### config.mk
export PLATFORM = sky130hd
export DESIGN_NAME = rsc_ctrl
export DESIGN_NICKNAME = d
export VERILOG_FILES = /design/src/rsc_pkg.sv /design/src/rsc_ctrl.sv
export SDC_FILE = /design/constraint.sdc
export NUM_CORES = 1
export LEC_CHECK = 0
export BUFFER_PORTS_ARGS = -buffer_cell sky130_fd_sc_hd__buf_2
export CORE_ASPECT_RATIO = 1.1
export CORE_MARGIN = 5
export CORE_UTILIZATION = 56
export DETAILED_ROUTE_END_ITERATION = 16
export PLACE_DENSITY = 0.74
export SYNTH_ARGS = -nofsm -noshare
export SYNTH_HDL_FRONTEND = slang
export SYNTH_SLANG_ARGS = --single-unit
### constraint.sdc
create_clock -name core_clk -period 10.9 [get_ports core_clk]
set_input_delay 1.635 -clock core_clk [delete_from_list [all_inputs] [get_ports core_clk]]
set_output_delay 1.635 -clock core_clk [all_outputs]
set_load 0.02 [all_outputs]
### src/rsc_pkg.sv
package rsc_pkg;

	localparam int ADR_W      = 8;
	localparam int DAT_W      = 32;

	////////////////////////////////////////////////////////////////////////
	// timing
	localparam int CLK_HZ     = 25_000_000;
	localparam int TICK_MS    = 100;
	localparam int TICK_CYC   = CLK_HZ / 1000 * TICK_MS;
	localparam int DETECT_MS  = 35;
	localparam int DETECT_CYC = CLK_HZ / 1000 * DETECT_MS;
	localparam int WINDOW_MS  = 50;
	localparam int WINDOW_CYC = CLK_HZ / 1000 * WINDOW_MS;

	////////////////////////////////////////////////////////////////////////
	// register byte offsets
	localparam logic [7:0] ADR_SLEEP  = 8'h00;
	localparam logic [7:0] ADR_WAKE   = 8'h04;
	localparam logic [7:0] ADR_INITD  = 8'h08;
	localparam logic [7:0] ADR_IDLEI  = 8'h0c;
	localparam logic [7:0] ADR_DEST   = 8'h10;
	localparam logic [7:0] ADR_MASK   = 8'h14;
	localparam logic [7:0] ADR_SRC    = 8'h18;
	localparam logic [7:0] ADR_PRE    = 8'h1c;
	localparam logic [7:0] ADR_NET    = 8'h20;
	localparam logic [7:0] ADR_RETRY  = 8'h24;
	localparam logic [7:0] ADR_THRESH = 8'h28;
	localparam logic [7:0] ADR_GAP    = 8'h2c;
	localparam logic [7:0] ADR_PKMAX  = 8'h30;
	localparam logic [7:0] ADR_LIMIT  = 8'h34;
	localparam logic [7:0] ADR_SLOTS  = 8'h38;
	localparam logic [7:0] ADR_CTRL   = 8'h3c;
	localparam logic [7:0] ADR_STATUS = 8'h40;

	////////////////////////////////////////////////////////////////////////
	// reset values
	localparam logic [3:0]  RST_SLEEP  = 4'h0;
	localparam logic [15:0] RST_WAKE   = 16'h0064;
	localparam logic [7:0]  RST_INITD  = 8'h01;
	localparam logic [15:0] RST_IDLEI  = 16'hffff;
	localparam logic [15:0] RST_DEST   = 16'h0000;
	localparam logic [15:0] RST_MASK   = 16'h0000;
	localparam logic [15:0] RST_SRC    = 16'h0000;
	localparam logic [7:0]  RST_PRE    = 8'h00;
	localparam logic [15:0] RST_NET    = 16'h0000;
	localparam logic [7:0]  RST_RETRY  = 8'h00;
	localparam logic [15:0] RST_THRESH = 16'h0100;
	localparam logic [15:0] RST_GAP    = 16'h0003;
	localparam logic [15:0] RST_PKMAX  = 16'h0100;
	localparam logic [15:0] RST_LIMIT  = 16'hffff;
	localparam logic [7:0]  RST_SLOTS  = 8'h00;
	localparam logic [15:0] LFSR_SEED  = 16'hace1;

	////////////////////////////////////////////////////////////////////////
	// codes and fields
	localparam logic [3:0]  SLP_OFF     = 4'h0;
	localparam logic [3:0]  SLP_PIN     = 4'h1;
	localparam logic [3:0]  SLP_CYC_MIN = 4'h3;
	localparam logic [3:0]  SLP_CYC_MAX = 4'h8;
	localparam logic [15:0] WAKE_MIN    = 16'h0010;
	localparam logic [15:0] IDLE_NEVER  = 16'hffff;
	localparam logic [15:0] GLOBAL_ADDR = 16'hffff;
	localparam int CTRL_FORCE_INIT = 0;
	localparam int CTRL_ADDRESSED  = 1;

	typedef enum logic [1:0] {
		SL_ACTIVE, SL_ASLEEP, SL_WINDOW, SL_SYNC
	} rsc_sleep_type;

	typedef enum logic [2:0] {
		TX_IDLE, TX_FILL, TX_INIT, TX_SEND, TX_WAIT
	} rsc_tx_type;

endpackage : rsc_pkg

### src/rsc_ctrl.sv
// Our own choices: the Wishbone interface to the registers and the register addresses.
`timescale 1ns/1ns
module rsc_ctrl #(
	parameter int TICK_CYCLES   = rsc_pkg::TICK_CYC,
	parameter int DETECT_CYCLES = rsc_pkg::DETECT_CYC,
	parameter int WINDOW_CYCLES = rsc_pkg::WINDOW_CYC
) (
	input  wire  logic                      core_clk,
	input  wire  logic                      nrst,
	input  wire  logic                      wb_cyc_i,
	input  wire  logic                      wb_stb_i,
	input  wire  logic                      wb_we_i,
	input  wire  logic [rsc_pkg::ADR_W-1:0] wb_adr_i,
	input  wire  logic [rsc_pkg::DAT_W-1:0] wb_dat_i,
	input  wire  logic [3:0]                wb_sel_i,
	output logic       [rsc_pkg::DAT_W-1:0] wb_dat_o,
	output logic                            wb_ack_o,
	input  wire  logic                      sleep_pin,
	input  wire  logic                      radio_wake_detect,
	input  wire  logic                      rx_hdr_valid,
	input  wire  logic [7:0]                rx_preamble,
	input  wire  logic [15:0]               rx_net_ident,
	input  wire  logic [15:0]               rx_dest,
	input  wire  logic                      rx_data_valid,
	input  wire  logic [7:0]                rx_data,
	input  wire  logic                      rx_event_end,
	input  wire  logic [15:0]               din_count,
	input  wire  logic                      char_tick,
	input  wire  logic                      slot_tick,
	input  wire  logic                      tx_pkt_done,
	output logic                            tx_pkt_start,
	output logic       [15:0]               tx_pkt_len,
	output logic                            tx_pkt_global,
	output logic                            tx_pkt_with_init,
	output logic                            tx_init_on,
	output logic                            ser_out_valid,
	output logic       [7:0]                ser_out_data,
	output logic                            rx_accept,
	output logic                            rx_drop,
	output logic                            radio_sleep,
	output logic                            listen_window
);
	import rsc_pkg::*;

	logic [3:0]    sleep_setting;
	logic [15:0]   inactivity_wake_time;
	logic [7:0]    initializer_duration;
	logic [15:0]   idle_before_initializer;
	logic [15:0]   destination_addr;
	logic [15:0]   address_mask;
	logic [15:0]   source_addr;
	logic [7:0]    preamble_ident;
	logic [15:0]   vendor_net_ident;
	logic [7:0]    retry_count;
	logic [15:0]   packetize_byte_threshold;
	logic [15:0]   packetize_gap_timeout;
	logic [15:0]   max_packet_size;
	logic [15:0]   streaming_byte_limit;
	logic [7:0]    delay_slot_setting;
	logic          addressed;
	logic          bus_req;
	logic          bus_wr;
	logic          force_init;
	logic [2:0]    pin_sync;
	logic          pin_level;
	logic [21:0]   tick_cnt;
	logic          tick;
	logic [15:0]   idle_ticks;
	logic          activity;
	logic          is_cyclic;
	logic [15:0]   period_ticks;
	rsc_sleep_type slp_state;
	logic [15:0]   per_cnt;
	logic [21:0]   win_cnt;
	logic [21:0]   det_cnt;
	logic          pkt_open;
	logic          dst_ok;
	logic          hdr_ok;
	logic [15:0]   lfsr;
	logic [8:0]    rand_1n;
	logic [8:0]    rand_0n;
	rsc_tx_type    tx_state;
	logic [15:0]   sent;
	logic [15:0]   gap_cnt;
	logic [15:0]   din_prev;
	logic [8:0]    hold_slots;
	logic          need_init;
	logic [7:0]    init_ticks;
	logic          first_pkt;
	logic [15:0]   len_calc;
	logic [15:0]   room;
	logic [15:0]   sent_after;

	function automatic logic [15:0] wr16(input logic [15:0] old,
			input logic [31:0] d, input logic [3:0] sel);
		wr16 = {sel[1] ? d[15:8] : old[15:8], sel[0] ? d[7:0] : old[7:0]};
	endfunction : wr16

	////////////////////////////////////////////////////////////////////////
	// wishbone slave: one wait state, write lands at the ack edge
	assign bus_req = wb_cyc_i & wb_stb_i;
	assign bus_wr  = bus_req & wb_we_i & wb_ack_o;

	always_ff @(posedge core_clk or negedge nrst) begin
		if (!nrst) begin
			wb_ack_o <= 1'b0;
		end else begin
			wb_ack_o <= bus_req & ~wb_ack_o;
		end
	end

	always_ff @(posedge core_clk or negedge nrst) begin
		if (!nrst) begin
			sleep_setting            <= RST_SLEEP;
			inactivity_wake_time     <= RST_WAKE;
			initializer_duration     <= RST_INITD;
			idle_before_initializer  <= RST_IDLEI;
			destination_addr         <= RST_DEST;
			address_mask             <= RST_MASK;
			source_addr              <= RST_SRC;
			preamble_ident           <= RST_PRE;
			vendor_net_ident         <= RST_NET;
			retry_count              <= RST_RETRY;
			packetize_byte_threshold <= RST_THRESH;
			packetize_gap_timeout    <= RST_GAP;
			max_packet_size          <= RST_PKMAX;
			streaming_byte_limit     <= RST_LIMIT;
			delay_slot_setting       <= RST_SLOTS;
			addressed                <= 1'b0;
			force_init               <= 1'b0;
		end else begin
			force_init <= 1'b0;
			if (bus_wr) begin
				case (wb_adr_i)
				ADR_SLEEP: begin
					// codes 2 and above 8 are not modes; keep old value
					if (wb_sel_i[0] && wb_dat_i[7:0] <= 8'h08
							&& wb_dat_i[7:0] != 8'h02) begin
						sleep_setting <= wb_dat_i[3:0];
					end
				end
				ADR_WAKE: begin
					if (wr16(inactivity_wake_time, wb_dat_i, wb_sel_i)
							>= WAKE_MIN) begin
						inactivity_wake_time <= wr16(inactivity_wake_time,
							wb_dat_i, wb_sel_i);
					end
				end
				ADR_INITD: if (wb_sel_i[0]) initializer_duration <= wb_dat_i[7:0];
				ADR_IDLEI: idle_before_initializer <=
					wr16(idle_before_initializer, wb_dat_i, wb_sel_i);
				ADR_DEST: destination_addr <=
					wr16(destination_addr, wb_dat_i, wb_sel_i);
				ADR_MASK: address_mask <= wr16(address_mask, wb_dat_i, wb_sel_i);
				ADR_SRC: source_addr <= wr16(source_addr, wb_dat_i, wb_sel_i);
				ADR_PRE: if (wb_sel_i[0]) preamble_ident <= wb_dat_i[7:0];
				ADR_NET: vendor_net_ident <=
					wr16(vendor_net_ident, wb_dat_i, wb_sel_i);
				ADR_RETRY: if (wb_sel_i[0]) retry_count <= wb_dat_i[7:0];
				ADR_THRESH: packetize_byte_threshold <=
					wr16(packetize_byte_threshold, wb_dat_i, wb_sel_i);
				ADR_GAP: packetize_gap_timeout <=
					wr16(packetize_gap_timeout, wb_dat_i, wb_sel_i);
				ADR_PKMAX: max_packet_size <=
					wr16(max_packet_size, wb_dat_i, wb_sel_i);
				ADR_LIMIT: streaming_byte_limit <=
					wr16(streaming_byte_limit, wb_dat_i, wb_sel_i);
				ADR_SLOTS: if (wb_sel_i[0]) delay_slot_setting <= wb_dat_i[7:0];
				ADR_CTRL: begin
					if (wb_sel_i[0]) begin
						force_init <= wb_dat_i[CTRL_FORCE_INIT];
						addressed  <= wb_dat_i[CTRL_ADDRESSED];
					end
				end
				default: begin
				end
				endcase
			end
		end
	end

	always_ff @(posedge core_clk or negedge nrst) begin
		if (!nrst) begin
			wb_dat_o <= 32'h0000_0000;
		end else if (bus_req && !wb_ack_o) begin
			case (wb_adr_i)
			ADR_SLEEP:  wb_dat_o <= {28'h0, sleep_setting};
			ADR_WAKE:   wb_dat_o <= {16'h0, inactivity_wake_time};
			ADR_INITD:  wb_dat_o <= {24'h0, initializer_duration};
			ADR_IDLEI:  wb_dat_o <= {16'h0, idle_before_initializer};
			ADR_DEST:   wb_dat_o <= {16'h0, destination_addr};
			ADR_MASK:   wb_dat_o <= {16'h0, address_mask};
			ADR_SRC:    wb_dat_o <= {16'h0, source_addr};
			ADR_PRE:    wb_dat_o <= {24'h0, preamble_ident};
			ADR_NET:    wb_dat_o <= {16'h0, vendor_net_ident};
			ADR_RETRY:  wb_dat_o <= {24'h0, retry_count};
			ADR_THRESH: wb_dat_o <= {16'h0, packetize_byte_threshold};
			ADR_GAP:    wb_dat_o <= {16'h0, packetize_gap_timeout};
			ADR_PKMAX:  wb_dat_o <= {16'h0, max_packet_size};
			ADR_LIMIT:  wb_dat_o <= {16'h0, streaming_byte_limit};
			ADR_SLOTS:  wb_dat_o <= {24'h0, delay_slot_setting};
			ADR_CTRL:   wb_dat_o <= {30'h0, addressed, 1'b0};
			ADR_STATUS: wb_dat_o <= {sent, 8'h00, retry_count != 8'h00,
				pkt_open, need_init, tx_state, slp_state};
			default:    wb_dat_o <= 32'h0000_0000;
			endcase
		end
	end

	////////////////////////////////////////////////////////////////////////
	// sleep pin: change taken once second and third stage agree
	always_ff @(posedge core_clk or negedge nrst) begin
		if (!nrst) begin
			pin_sync  <= 3'h0;
			pin_level <= 1'b0;
		end else begin
			pin_sync <= {pin_sync[1:0], sleep_pin};
			if (pin_sync[1] == pin_sync[2]) pin_level <= pin_sync[2];
		end
	end

	////////////////////////////////////////////////////////////////////////
	// 100 ms tick and idle time
	always_ff @(posedge core_clk or negedge nrst) begin
		if (!nrst) begin
			tick_cnt <= 22'h0;
			tick     <= 1'b0;
		end else if (tick_cnt == 22'(TICK_CYCLES - 1)) begin
			tick_cnt <= 22'h0;
			tick     <= 1'b1;
		end else begin
			tick_cnt <= tick_cnt + 22'h1;
			tick     <= 1'b0;
		end
	end

	assign activity = rx_hdr_valid | rx_data_valid | tx_pkt_start
		| (din_count != 16'h0) | (slp_state == SL_SYNC);

	always_ff @(posedge core_clk or negedge nrst) begin
		if (!nrst) begin
			idle_ticks <= 16'h0;
		end else if (activity) begin
			idle_ticks <= 16'h0;
		end else if (tick && idle_ticks != 16'hffff) begin
			idle_ticks <= idle_ticks + 16'h1;
		end
	end

	////////////////////////////////////////////////////////////////////////
	// cyclic sleep
	assign is_cyclic = sleep_setting >= SLP_CYC_MIN
		&& sleep_setting <= SLP_CYC_MAX;

	always_comb begin
		case (sleep_setting)
		4'h3:    period_ticks = 16'h0005;
		4'h4:    period_ticks = 16'h000a;
		4'h5:    period_ticks = 16'h0014;
		4'h6:    period_ticks = 16'h0028;
		4'h7:    period_ticks = 16'h0050;
		default: period_ticks = 16'h00a0;
		endcase
	end

	always_ff @(posedge core_clk or negedge nrst) begin
		if (!nrst) begin
			slp_state <= SL_ACTIVE;
			per_cnt   <= 16'h0;
			win_cnt   <= 22'h0;
			det_cnt   <= 22'h0;
		end else if (!is_cyclic) begin
			slp_state <= SL_ACTIVE;
		end else begin
			case (slp_state)
			SL_ACTIVE: begin
				per_cnt <= 16'h0;
				if (!activity && idle_ticks >= inactivity_wake_time) begin
					slp_state <= SL_ASLEEP;
				end
			end
			SL_ASLEEP: begin
				if (din_count != 16'h0) begin
					slp_state <= SL_ACTIVE;
				end else if (tick) begin
					per_cnt <= per_cnt + 16'h1;
					if (per_cnt == period_ticks - 16'h1) begin
						slp_state <= SL_WINDOW;
						win_cnt   <= 22'h0;
						det_cnt   <= 22'h0;
					end
				end
			end
			SL_WINDOW: begin
				win_cnt <= win_cnt + 22'h1;
				det_cnt <= radio_wake_detect ? det_cnt + 22'h1 : 22'h0;
				if (radio_wake_detect
						&& det_cnt == 22'(DETECT_CYCLES - 1)) begin
					slp_state <= SL_SYNC;
				end else if (din_count != 16'h0) begin
					slp_state <= SL_ACTIVE;
				end else if (win_cnt == 22'(WINDOW_CYCLES - 1)) begin
					slp_state <= SL_ASLEEP;
					per_cnt   <= 16'h0;
				end
			end
			SL_SYNC: begin
				// receive starts only when the initializer has ended
				if (!radio_wake_detect) slp_state <= SL_ACTIVE;
			end
			default: slp_state <= SL_ACTIVE;
			endcase
		end
	end

	always_ff @(posedge core_clk or negedge nrst) begin
		if (!nrst) begin
			radio_sleep   <= 1'b0;
			listen_window <= 1'b0;
		end else begin
			radio_sleep <= (slp_state == SL_ASLEEP)
				| (sleep_setting == SLP_PIN & pin_level);
			listen_window <= slp_state == SL_WINDOW;
		end
	end

	////////////////////////////////////////////////////////////////////////
	// receive filter; no acknowledgement is ever generated
	assign dst_ok = !addressed || rx_dest == source_addr
		|| (rx_dest | address_mask) == GLOBAL_ADDR;
	assign hdr_ok = rx_preamble == preamble_ident
		&& rx_net_ident == vendor_net_ident && dst_ok;

	always_ff @(posedge core_clk or negedge nrst) begin
		if (!nrst) begin
			pkt_open      <= 1'b0;
			rx_accept     <= 1'b0;
			rx_drop       <= 1'b0;
			ser_out_valid <= 1'b0;
			ser_out_data  <= 8'h00;
		end else begin
			rx_accept <= rx_hdr_valid & hdr_ok;
			rx_drop   <= rx_hdr_valid & ~hdr_ok;
			if (rx_hdr_valid) pkt_open <= hdr_ok;
			ser_out_valid <= rx_data_valid & pkt_open;
			if (rx_data_valid) ser_out_data <= rx_data;
		end
	end

	////////////////////////////////////////////////////////////////////////
	// back-off randomness
	always_ff @(posedge core_clk or negedge nrst) begin
		if (!nrst) begin
			lfsr <= LFSR_SEED;
		end else begin
			lfsr <= {lfsr[14:0], lfsr[15] ^ lfsr[13] ^ lfsr[12] ^ lfsr[10]};
		end
	end

	always_comb begin
		if (delay_slot_setting == 8'h00) begin
			rand_1n = 9'h001;
			rand_0n = 9'h000;
		end else begin
			rand_0n = {1'b0, lfsr[7:0] % delay_slot_setting};
			rand_1n = rand_0n + 9'h001;
		end
	end

	////////////////////////////////////////////////////////////////////////
	// streaming transmit
	assign room = streaming_byte_limit - sent;

	always_comb begin
		len_calc = din_count;
		if (len_calc > max_packet_size) len_calc = max_packet_size;
		if (len_calc > room) len_calc = room;
	end

	assign sent_after = sent + tx_pkt_len;

	// initializer demand: a new set wins over the clear when it ends
	always_ff @(posedge core_clk or negedge nrst) begin
		if (!nrst) begin
			need_init <= 1'b0;
		end else if (force_init || (idle_before_initializer != IDLE_NEVER
				&& idle_ticks >= idle_before_initializer)) begin
			need_init <= 1'b1;
		end else if (tx_state == TX_INIT && init_ticks
				>= initializer_duration) begin
			need_init <= 1'b0;
		end
	end

	always_ff @(posedge core_clk or negedge nrst) begin
		if (!nrst) begin
			din_prev <= 16'h0;
			gap_cnt  <= 16'h0;
		end else begin
			din_prev <= din_count;
			if (din_count != din_prev || din_count == 16'h0) begin
				gap_cnt <= 16'h0;
			end else if (char_tick && gap_cnt != 16'hffff) begin
				gap_cnt <= gap_cnt + 16'h1;
			end
		end
	end

	always_ff @(posedge core_clk or negedge nrst) begin
		if (!nrst) begin
			tx_state         <= TX_IDLE;
			sent             <= 16'h0;
			hold_slots       <= 9'h0;
			init_ticks       <= 8'h00;
			first_pkt        <= 1'b0;
			tx_pkt_start     <= 1'b0;
			tx_pkt_len       <= 16'h0;
			tx_pkt_global    <= 1'b0;
			tx_pkt_with_init <= 1'b0;
			tx_init_on       <= 1'b0;
		end else begin
			tx_pkt_start <= 1'b0;
			if (rx_event_end && delay_slot_setting != 8'h00
					&& rand_0n > hold_slots) begin
				hold_slots <= rand_0n;
			end else if (slot_tick && hold_slots != 9'h0) begin
				hold_slots <= hold_slots - 9'h1;
			end
			case (tx_state)
			TX_IDLE: begin
				if (din_count != 16'h0 && hold_slots == 9'h0
						&& slp_state == SL_ACTIVE) begin
					tx_state <= TX_FILL;
				end
			end
			TX_FILL: begin
				if (din_count >= packetize_byte_threshold
						|| gap_cnt >= packetize_gap_timeout) begin
					sent       <= 16'h0;
					first_pkt  <= 1'b1;
					init_ticks <= 8'h00;
					tx_state   <= need_init ? TX_INIT : TX_SEND;
					tx_init_on <= need_init;
				end
			end
			TX_INIT: begin
				if (init_ticks >= initializer_duration) begin
					tx_init_on <= 1'b0;
					tx_state   <= TX_SEND;
				end else if (tick) begin
					init_ticks <= init_ticks + 8'h01;
				end
			end
			TX_SEND: begin
				tx_pkt_start     <= 1'b1;
				tx_pkt_len       <= len_calc;
				tx_pkt_global    <= (destination_addr | address_mask)
					== GLOBAL_ADDR;
				tx_pkt_with_init <= first_pkt && init_ticks != 8'h00;
				tx_state         <= TX_WAIT;
			end
			TX_WAIT: begin
				if (tx_pkt_done) begin
					sent      <= sent_after;
					first_pkt <= 1'b0;
					if (sent_after >= streaming_byte_limit) begin
						hold_slots <= rand_1n;
						tx_state   <= TX_IDLE;
					end else if (din_count == 16'h0) begin
						hold_slots <= {1'b0, delay_slot_setting};
						tx_state   <= TX_IDLE;
					end else begin
						tx_state <= TX_SEND;
					end
				end
			end
			default: tx_state <= TX_IDLE;
			endcase
		end
	end

endmodule : rsc_ctrl

Word-level counts from Yosys, hierarchy flattened:

Index checks and enable logic that the tools add are counted.

* muxes and demuxes: 69
* add/sub/neg operators: 12
* reduce and logical (&&, ||, !) cells: 76
* bitwise operators: 20
* $lt $le $gt $ge: 13
* divide/modulo/power cells: 1
* equality and inequality tests: 61

Operator list (number)
* one-hot mux 32 bit (17 select lines): 1
* 2-to-1 mux 16 bit: 13
* 2-to-1 mux 22 bit: 5
* one-hot mux 22 bit (2 select lines): 2
* AND reduction 3 bit: 27
* greater-or-equal comparator 16 bit: 5
* adder 22 x 1 -> 22 bit (second input constant): 3
* == test 8 x 6 -> 1 bit (second input constant): 8
* 2-to-1 mux 9 bit: 7
* adder 16 x 1 -> 16 bit (second input constant): 3
* == test 16 bit: 3
* 2-to-1 mux 8 bit: 6
* inequality test 16 bit (second input constant): 3
* one-hot mux 16 bit (3 select lines): 1
* one-hot mux 8 bit (5 select lines): 1
* == test 16 bit (second input constant): 2
* == test 8 x 5 -> 1 bit (second input constant): 4
* > comparator 16 bit: 2
* bitwise OR 16 bit: 2
* one-hot mux 16 bit (2 select lines): 1
* nonzero test 8 bit: 3
* == test 22 x 20 -> 1 bit (second input constant): 1
* == test 22 x 21 -> 1 bit (second input constant): 1
* == test 22 bit (second input constant): 1
* other kinds (59): 147

* word-level logic and storage cells: 310
* input bits: 121
* output and inout bits: 66
* bits in registers: 456

Logic depth before layout (Yosys ltp):

* depth in word-level cells: 9
* gate-level depth with buffers: 61

Least setup slack after synthesis:

No wires, ideal clock.

* path type: reg2reg
* start: reg delay_slot_setting[3]
* end: reg hold_slots[0]
* setup time: 0.176 ns
* stages on the path, launching flop included: 58
* data required time: 10.724 ns
* clock period less this slack: 11.771 ns
* buffers on the path: 3
* slack: -0.871 ns
* arrival time: 11.595 ns
* cell sequence: dfrtp_1 -> nor4_1 -> nand2_1 -> nor2_1 -> a21oi_1 -> a21oi_1 -> ha_1 -> or4b_2 -> nand4_1 -> a22oi_1 -> ha_1 -> o211ai_1 -> a211oi_2 -> a21boi_0 -> nor2_1 -> ha_1 -> a21o_1 -> o211ai_2 -> [... 22 more ...] -> and3_1 -> o21ai_1 -> nand4_1 -> and2_1 -> buf_6 -> buf_6 -> a21oi_1 -> nor2b_1 -> ha_1 -> nor2b_1 -> o21ai_0 -> a21o_1 -> a21oi_1 -> o31ai_1 -> clkbuf_1 -> mux2_2 -> nor2_1 -> a221oi_1

* longest elaborated chain between the ends: 9

RTL lines
* start: declaration: line rsc_ctrl.sv:59 `logic [7:0] delay_slot_setting;`
* start signal: assignment: line rsc_ctrl.sv:168 `ADR_SLOTS: if (wb_sel_i[0]) delay_slot_setting <= wb_dat_i[7:0];`
* remainder unit 8 x 8 -> 8 bit or logical NOT 8 bit (tied branches): line rsc_ctrl.sv:365, rsc_ctrl.sv:361
* 2-to-1 mux 8 bit: line rsc_ctrl.sv:361 `if (delay_slot_setting == 8'h00) begin`
* > comparator 9 bit: line rsc_ctrl.sv:424 `&& rand_0n > hold_slots) begin`
* logical AND 1 bit: line rsc_ctrl.sv:424
* 2-to-1 mux 9 bit: line rsc_ctrl.sv:423 `if (rx_event_end && delay_slot_setting != 8'h00`
* 2-to-1 mux 9 bit: line rsc_ctrl.sv:469 `end else if (din_count == 16'h0) begin`
* 2-to-1 mux 9 bit: line rsc_ctrl.sv:466 `if (sent_after >= streaming_byte_limit) begin`
* 2-to-1 mux 9 bit: line rsc_ctrl.sv:463 `if (tx_pkt_done) begin`
* 2-to-1 mux 9 bit *: line rsc_ctrl.sv:429 `case (tx_state)`
* end signal: assignment: line rsc_ctrl.sv:427 `hold_slots <= hold_slots - 9'h1;`
* end signal: assignment: line rsc_ctrl.sv:467 `hold_slots <= rand_1n;`
* end signal: assignment: line rsc_ctrl.sv:470 `hold_slots <= {1'b0, delay_slot_setting};`
* end: declaration: line rsc_ctrl.sv:86 `logic [8:0] hold_slots;`

Mark *: on every way between the ends. The rest lies on a longest branch, timed or not.
A chain may end at the register's enable or synchronous reset.

Final worst setup path:

* start: reg delay_slot_setting[2]
* end: reg hold_slots[7]

Same word-level chain as after synthesis.

==> reports/metrics.cfg <==
[global_route]
grt_pass1_wl_mm = 132
antenna_found_initial = 6
grt_pass1_vias = 23600
grt_usage_pct = 30.3
grt_max_degree = 114
grt_overflow = 0

[worst_setup_path]
rrSetupSlack_ps = -820
critPathMaxFanout = 6
crit_arrival_ps = 12190
r2r_start = delay_slot_setting[2]
worst_setup_path_start_kind = register
timing.critical_path.mode_cell = nor2_2
worstSetupPathType = register to register
slowest_delay_ps = 550
r2r_end = hold_slots[7]
rr_worst_depth = 54
crit_required_ps = 11360
cpMaxStageDelayCell = or4b_4
end_kind = register

[final_layout]
syn_to_final_growth_pct = 17.8
layout_commonest_cell = dfrtp_1
n_fill_cell = 3827
drive_gt1_share_pct = 26.8
nets = 3437
postLayoutCoreUtil_pct = 66.9
layout_common_cells = 408 x dfrtp_1, 229 x nor2_1, 222 x mux2_2

[synth]
synth_ff_type = dfrtp_1
syn_avg_cell_area_um2 = 10.0
synth_top_family_by_area = simple AND/OR/NAND/NOR gates
synth_compound_area_share_pct = 14.4
synth-simple-area-share_pct = 15.1
synth_adder_area_share_pct = 9.57
netlist_instances = 2779
post_synth_num_cell_types = 107
syn_nets = 3111
synth_edf_count = 0
synth_xor_area_share_pct = 6.65
synth-async-reset-ratio_pct = 100
synth.cell_area_um2 = 27900
yosys_warnings = 0
muxShareOfSynthArea_pct = 9.46
ys_ff_latch = 456
seq_area_frac_synth_pct = 41.1

[pwr]
fin_total_pwr_mw = 6.92
p_sw_share_pct = 36.8
clock_power_share_pct = 23.5
power_switching_mw = 2.55
power.density_nw_per_um2 = 211
pwr-share-seq_pct = 26.9
p_int_mw = 4.37
leakage_nw = 15.1
pwr-share-comb_pct = 49.6
ir_worst_vdd_mv = 0.225

[floorplanning]
die_h_um = 244
initial_utilization_pct = 56.8
boundaryPins = 187
core_um2 = 49100
die_area_um2 = 54400
dieWidth_um = 223
rows = 85

[clocking]
path_clk_slew_ps = 60
root_buffer = clkbuf_16
cts_tree = yes
hold_buffers = 0
clock_sinks = 456
htreeDepth = 2
clk_latency_ps = 600
cts_buffer_depth = 3
numCtsBuffers = 47

[detailed_routing]
viasPerCell = 6.21
ant_nets = 0
wire_per_inst_um = 22.6
vias = 23600
drc = 0
wl_mm = 85.8
dr.pass1.iters = 6
drt_iter0_markers = 2205

[run]
cap_viol_max_count = 0

[placed_design]
dp_slack_ps = -1050
place_congestion = 0.974
post-dp-hpwl_mm = 63.4
io_buffers = 168

[outcome]
status = complete, but fails checks
violations = negative setup slack

[sta]
timing_hold_violations_final = 0
finalSetupViolCount = 9
fin_setup_tns_ps = -5500
max_freq_ghz = 0.0853
rsz0062_at_grt = yes
setup_ws_ps = -824
slew_headroom_pct = 15.0
finClkSkew_ps = 22.3
worst_pin_slew_ps = 1270
holdWs_ps = 347
period_minus_slack_ps = 11720
drv_slew = 0
period_share_pct = 108

[min_path]
hp-class = register to register
whs_endpoint = pin_sync[1]
min_from = pin_sync[0]
holdPathStages = 0

-- stage by stage --
step / instances / area (um2)
after floorplan: 2779 / 28100
after global placement: 3670 / 30500
after detailed placement: 3670 / 30500
after CTS: 3772 / 32300
after global routing: 3800 / 32900
final: 3800 / 32900
-- cells by family (layout without fill, tap and decap cells) --
group	after synthesis	in the layout
compound gates	569	569
buf+inv	263	627
xor+xnor	212	212
other cells	1	6
mux	236	236
simple gates	830	830
flops	456	456
fa+ha+maj	212	212
-- state kept, by name (all words and copies together) (netlist names), 22 cells and up --
| name | cells |
|---|---|
| det_cnt | 22 |
| tick_cnt | 22 |
| win_cnt | 22 |
| wb_dat_o | 32 |
-- Yosys cell counts, types with 5 or more instances --
| cell type | instances | area [um2] |
|---|---|---|
| dfrtp_1 | 408 | 10200 |
| nor2_1 | 242 | 908 |
| mux2_2 | 223 | 2510 |
| ha_1 | 208 | 2600 |
| inv_1 | 178 | 668 |
| nand2_1 | 168 | 631 |
| xnor2_1 | 120 | 1050 |
| a21oi_1 | 109 | 546 |
| o21ai_0 | 98 | 490 |
| xor2_1 | 92 | 806 |
| nand3_1 | 70 | 350 |
| clkbuf_1 | 69 | 259 |
| nand4_1 | 66 | 413 |
| dfstp_2 | 48 | 1260 |
| nor3_1 | 48 | 240 |
| a22oi_1 | 46 | 345 |
| nor4_1 | 40 | 250 |
| a22o_1 | 39 | 342 |
| a21o_1 | 38 | 285 |
| nor2b_1 | 30 | 188 |
| or3_1 | 30 | 188 |
| a222oi_1 | 26 | 260 |
| o21a_1 | 26 | 195 |
| o31ai_1 | 22 | 165 |
| o22ai_1 | 21 | 131 |
| and3_1 | 20 | 125 |
| nand2b_1 | 18 | 113 |
| a211oi_1 | 17 | 128 |
| and2_1 | 16 | 100 |
| a31oi_1 | 15 | 93.8 |
| a221oi_1 | 13 | 114 |
| mux2i_1 | 13 | 130 |
| or2_2 | 13 | 81.3 |
| nand3b_1 | 10 | 75.1 |
| o211ai_1 | 10 | 75.1 |
| or4_1 | 9 | 67.6 |
| and4_1 | 8 | 70.1 |
| buf_2 | 8 | 40.0 |
| o31a_1 | 8 | 70.1 |
| nor4b_1 | 6 | 52.6 |
| o21ai_1 | 6 | 30.0 |
| a2111oi_0 | 5 | 43.8 |
| a211o_1 | 5 | 43.8 |
| nand4b_1 | 5 | 43.8 |
-- metal layers --
metal / track usage, % / wire [um] / vias to the layer above
met2: 49.1 / 40000 / 1046
li1: - / - / 10800
met3: 5.82 / 7330 / 243
met4: 13.5 / 4270 / 0
met1: 39.7 / 34200 / 11500
met5: 0 / 0 / -
-- power groups by stage --
stage	registers [mW]	clock network (mW)	logic [mW]
floorplan	1.90	0	1.94
CTS	1.86	1.65	3.07
detailed placement	1.89	0	2.99
global route	1.87	1.72	3.76
finish	1.86	1.63	3.43
global placement	1.88	0	2.90
-- worst max-delay path: cells and delay by family (launching register included) --
kind / cells / cell delay (ps)
AND/OR/NAND/NOR: 20 / 3820
multiplexers: 1 / 280
flip-flops: 1 / 410
XOR/XNOR: 1 / 80
adder cells (fa/ha/maj): 8 / 2330
AO/OA/AOI/OAI: 24 / 4670
-- worst max-delay path by stage --
stage,start,end,slack (ps),cells past startpoint
after global routing,delay_slot_setting[2],hold_slots[7],-1400,55
final,delay_slot_setting[2],hold_slots[7],-820,54
after CTS,delay_slot_setting[5],hold_slots[7],-630,54
after floorplan,delay_slot_setting[3],hold_slots[7],-200,57
after detailed placement,delay_slot_setting[2],hold_slots[7],-1050,58
after global placement,delay_slot_setting[2],hold_slots[7],-750,56
-- timing repair --
item / CTS / global route
gates resized for setup: 19 / 76
setup buffers: 15 / 24
pin swaps: 27 / 69
setup endpoints to repair: 9 / 9
-- area by class of cell --
cell class / count / area (um2) / area share, %
Sequential cell: 456 / 11500 / 34.9
Tap cell: 652 / 816 / 2.48
Inverter: 178 / 668 / 2.03
Clock buffer: 71 / 1370 / 4.16
Antenna cell: 5 / 12.5 / 0.0381
Clock inverter: 16 / 179 / 0.544
Multi-Input combinational cell: 2060 / 16100 / 48.8
Timing Repair Buffer: 362 / 2310 / 7.04
No activity file was read; power rests on OpenSTA's default activity.
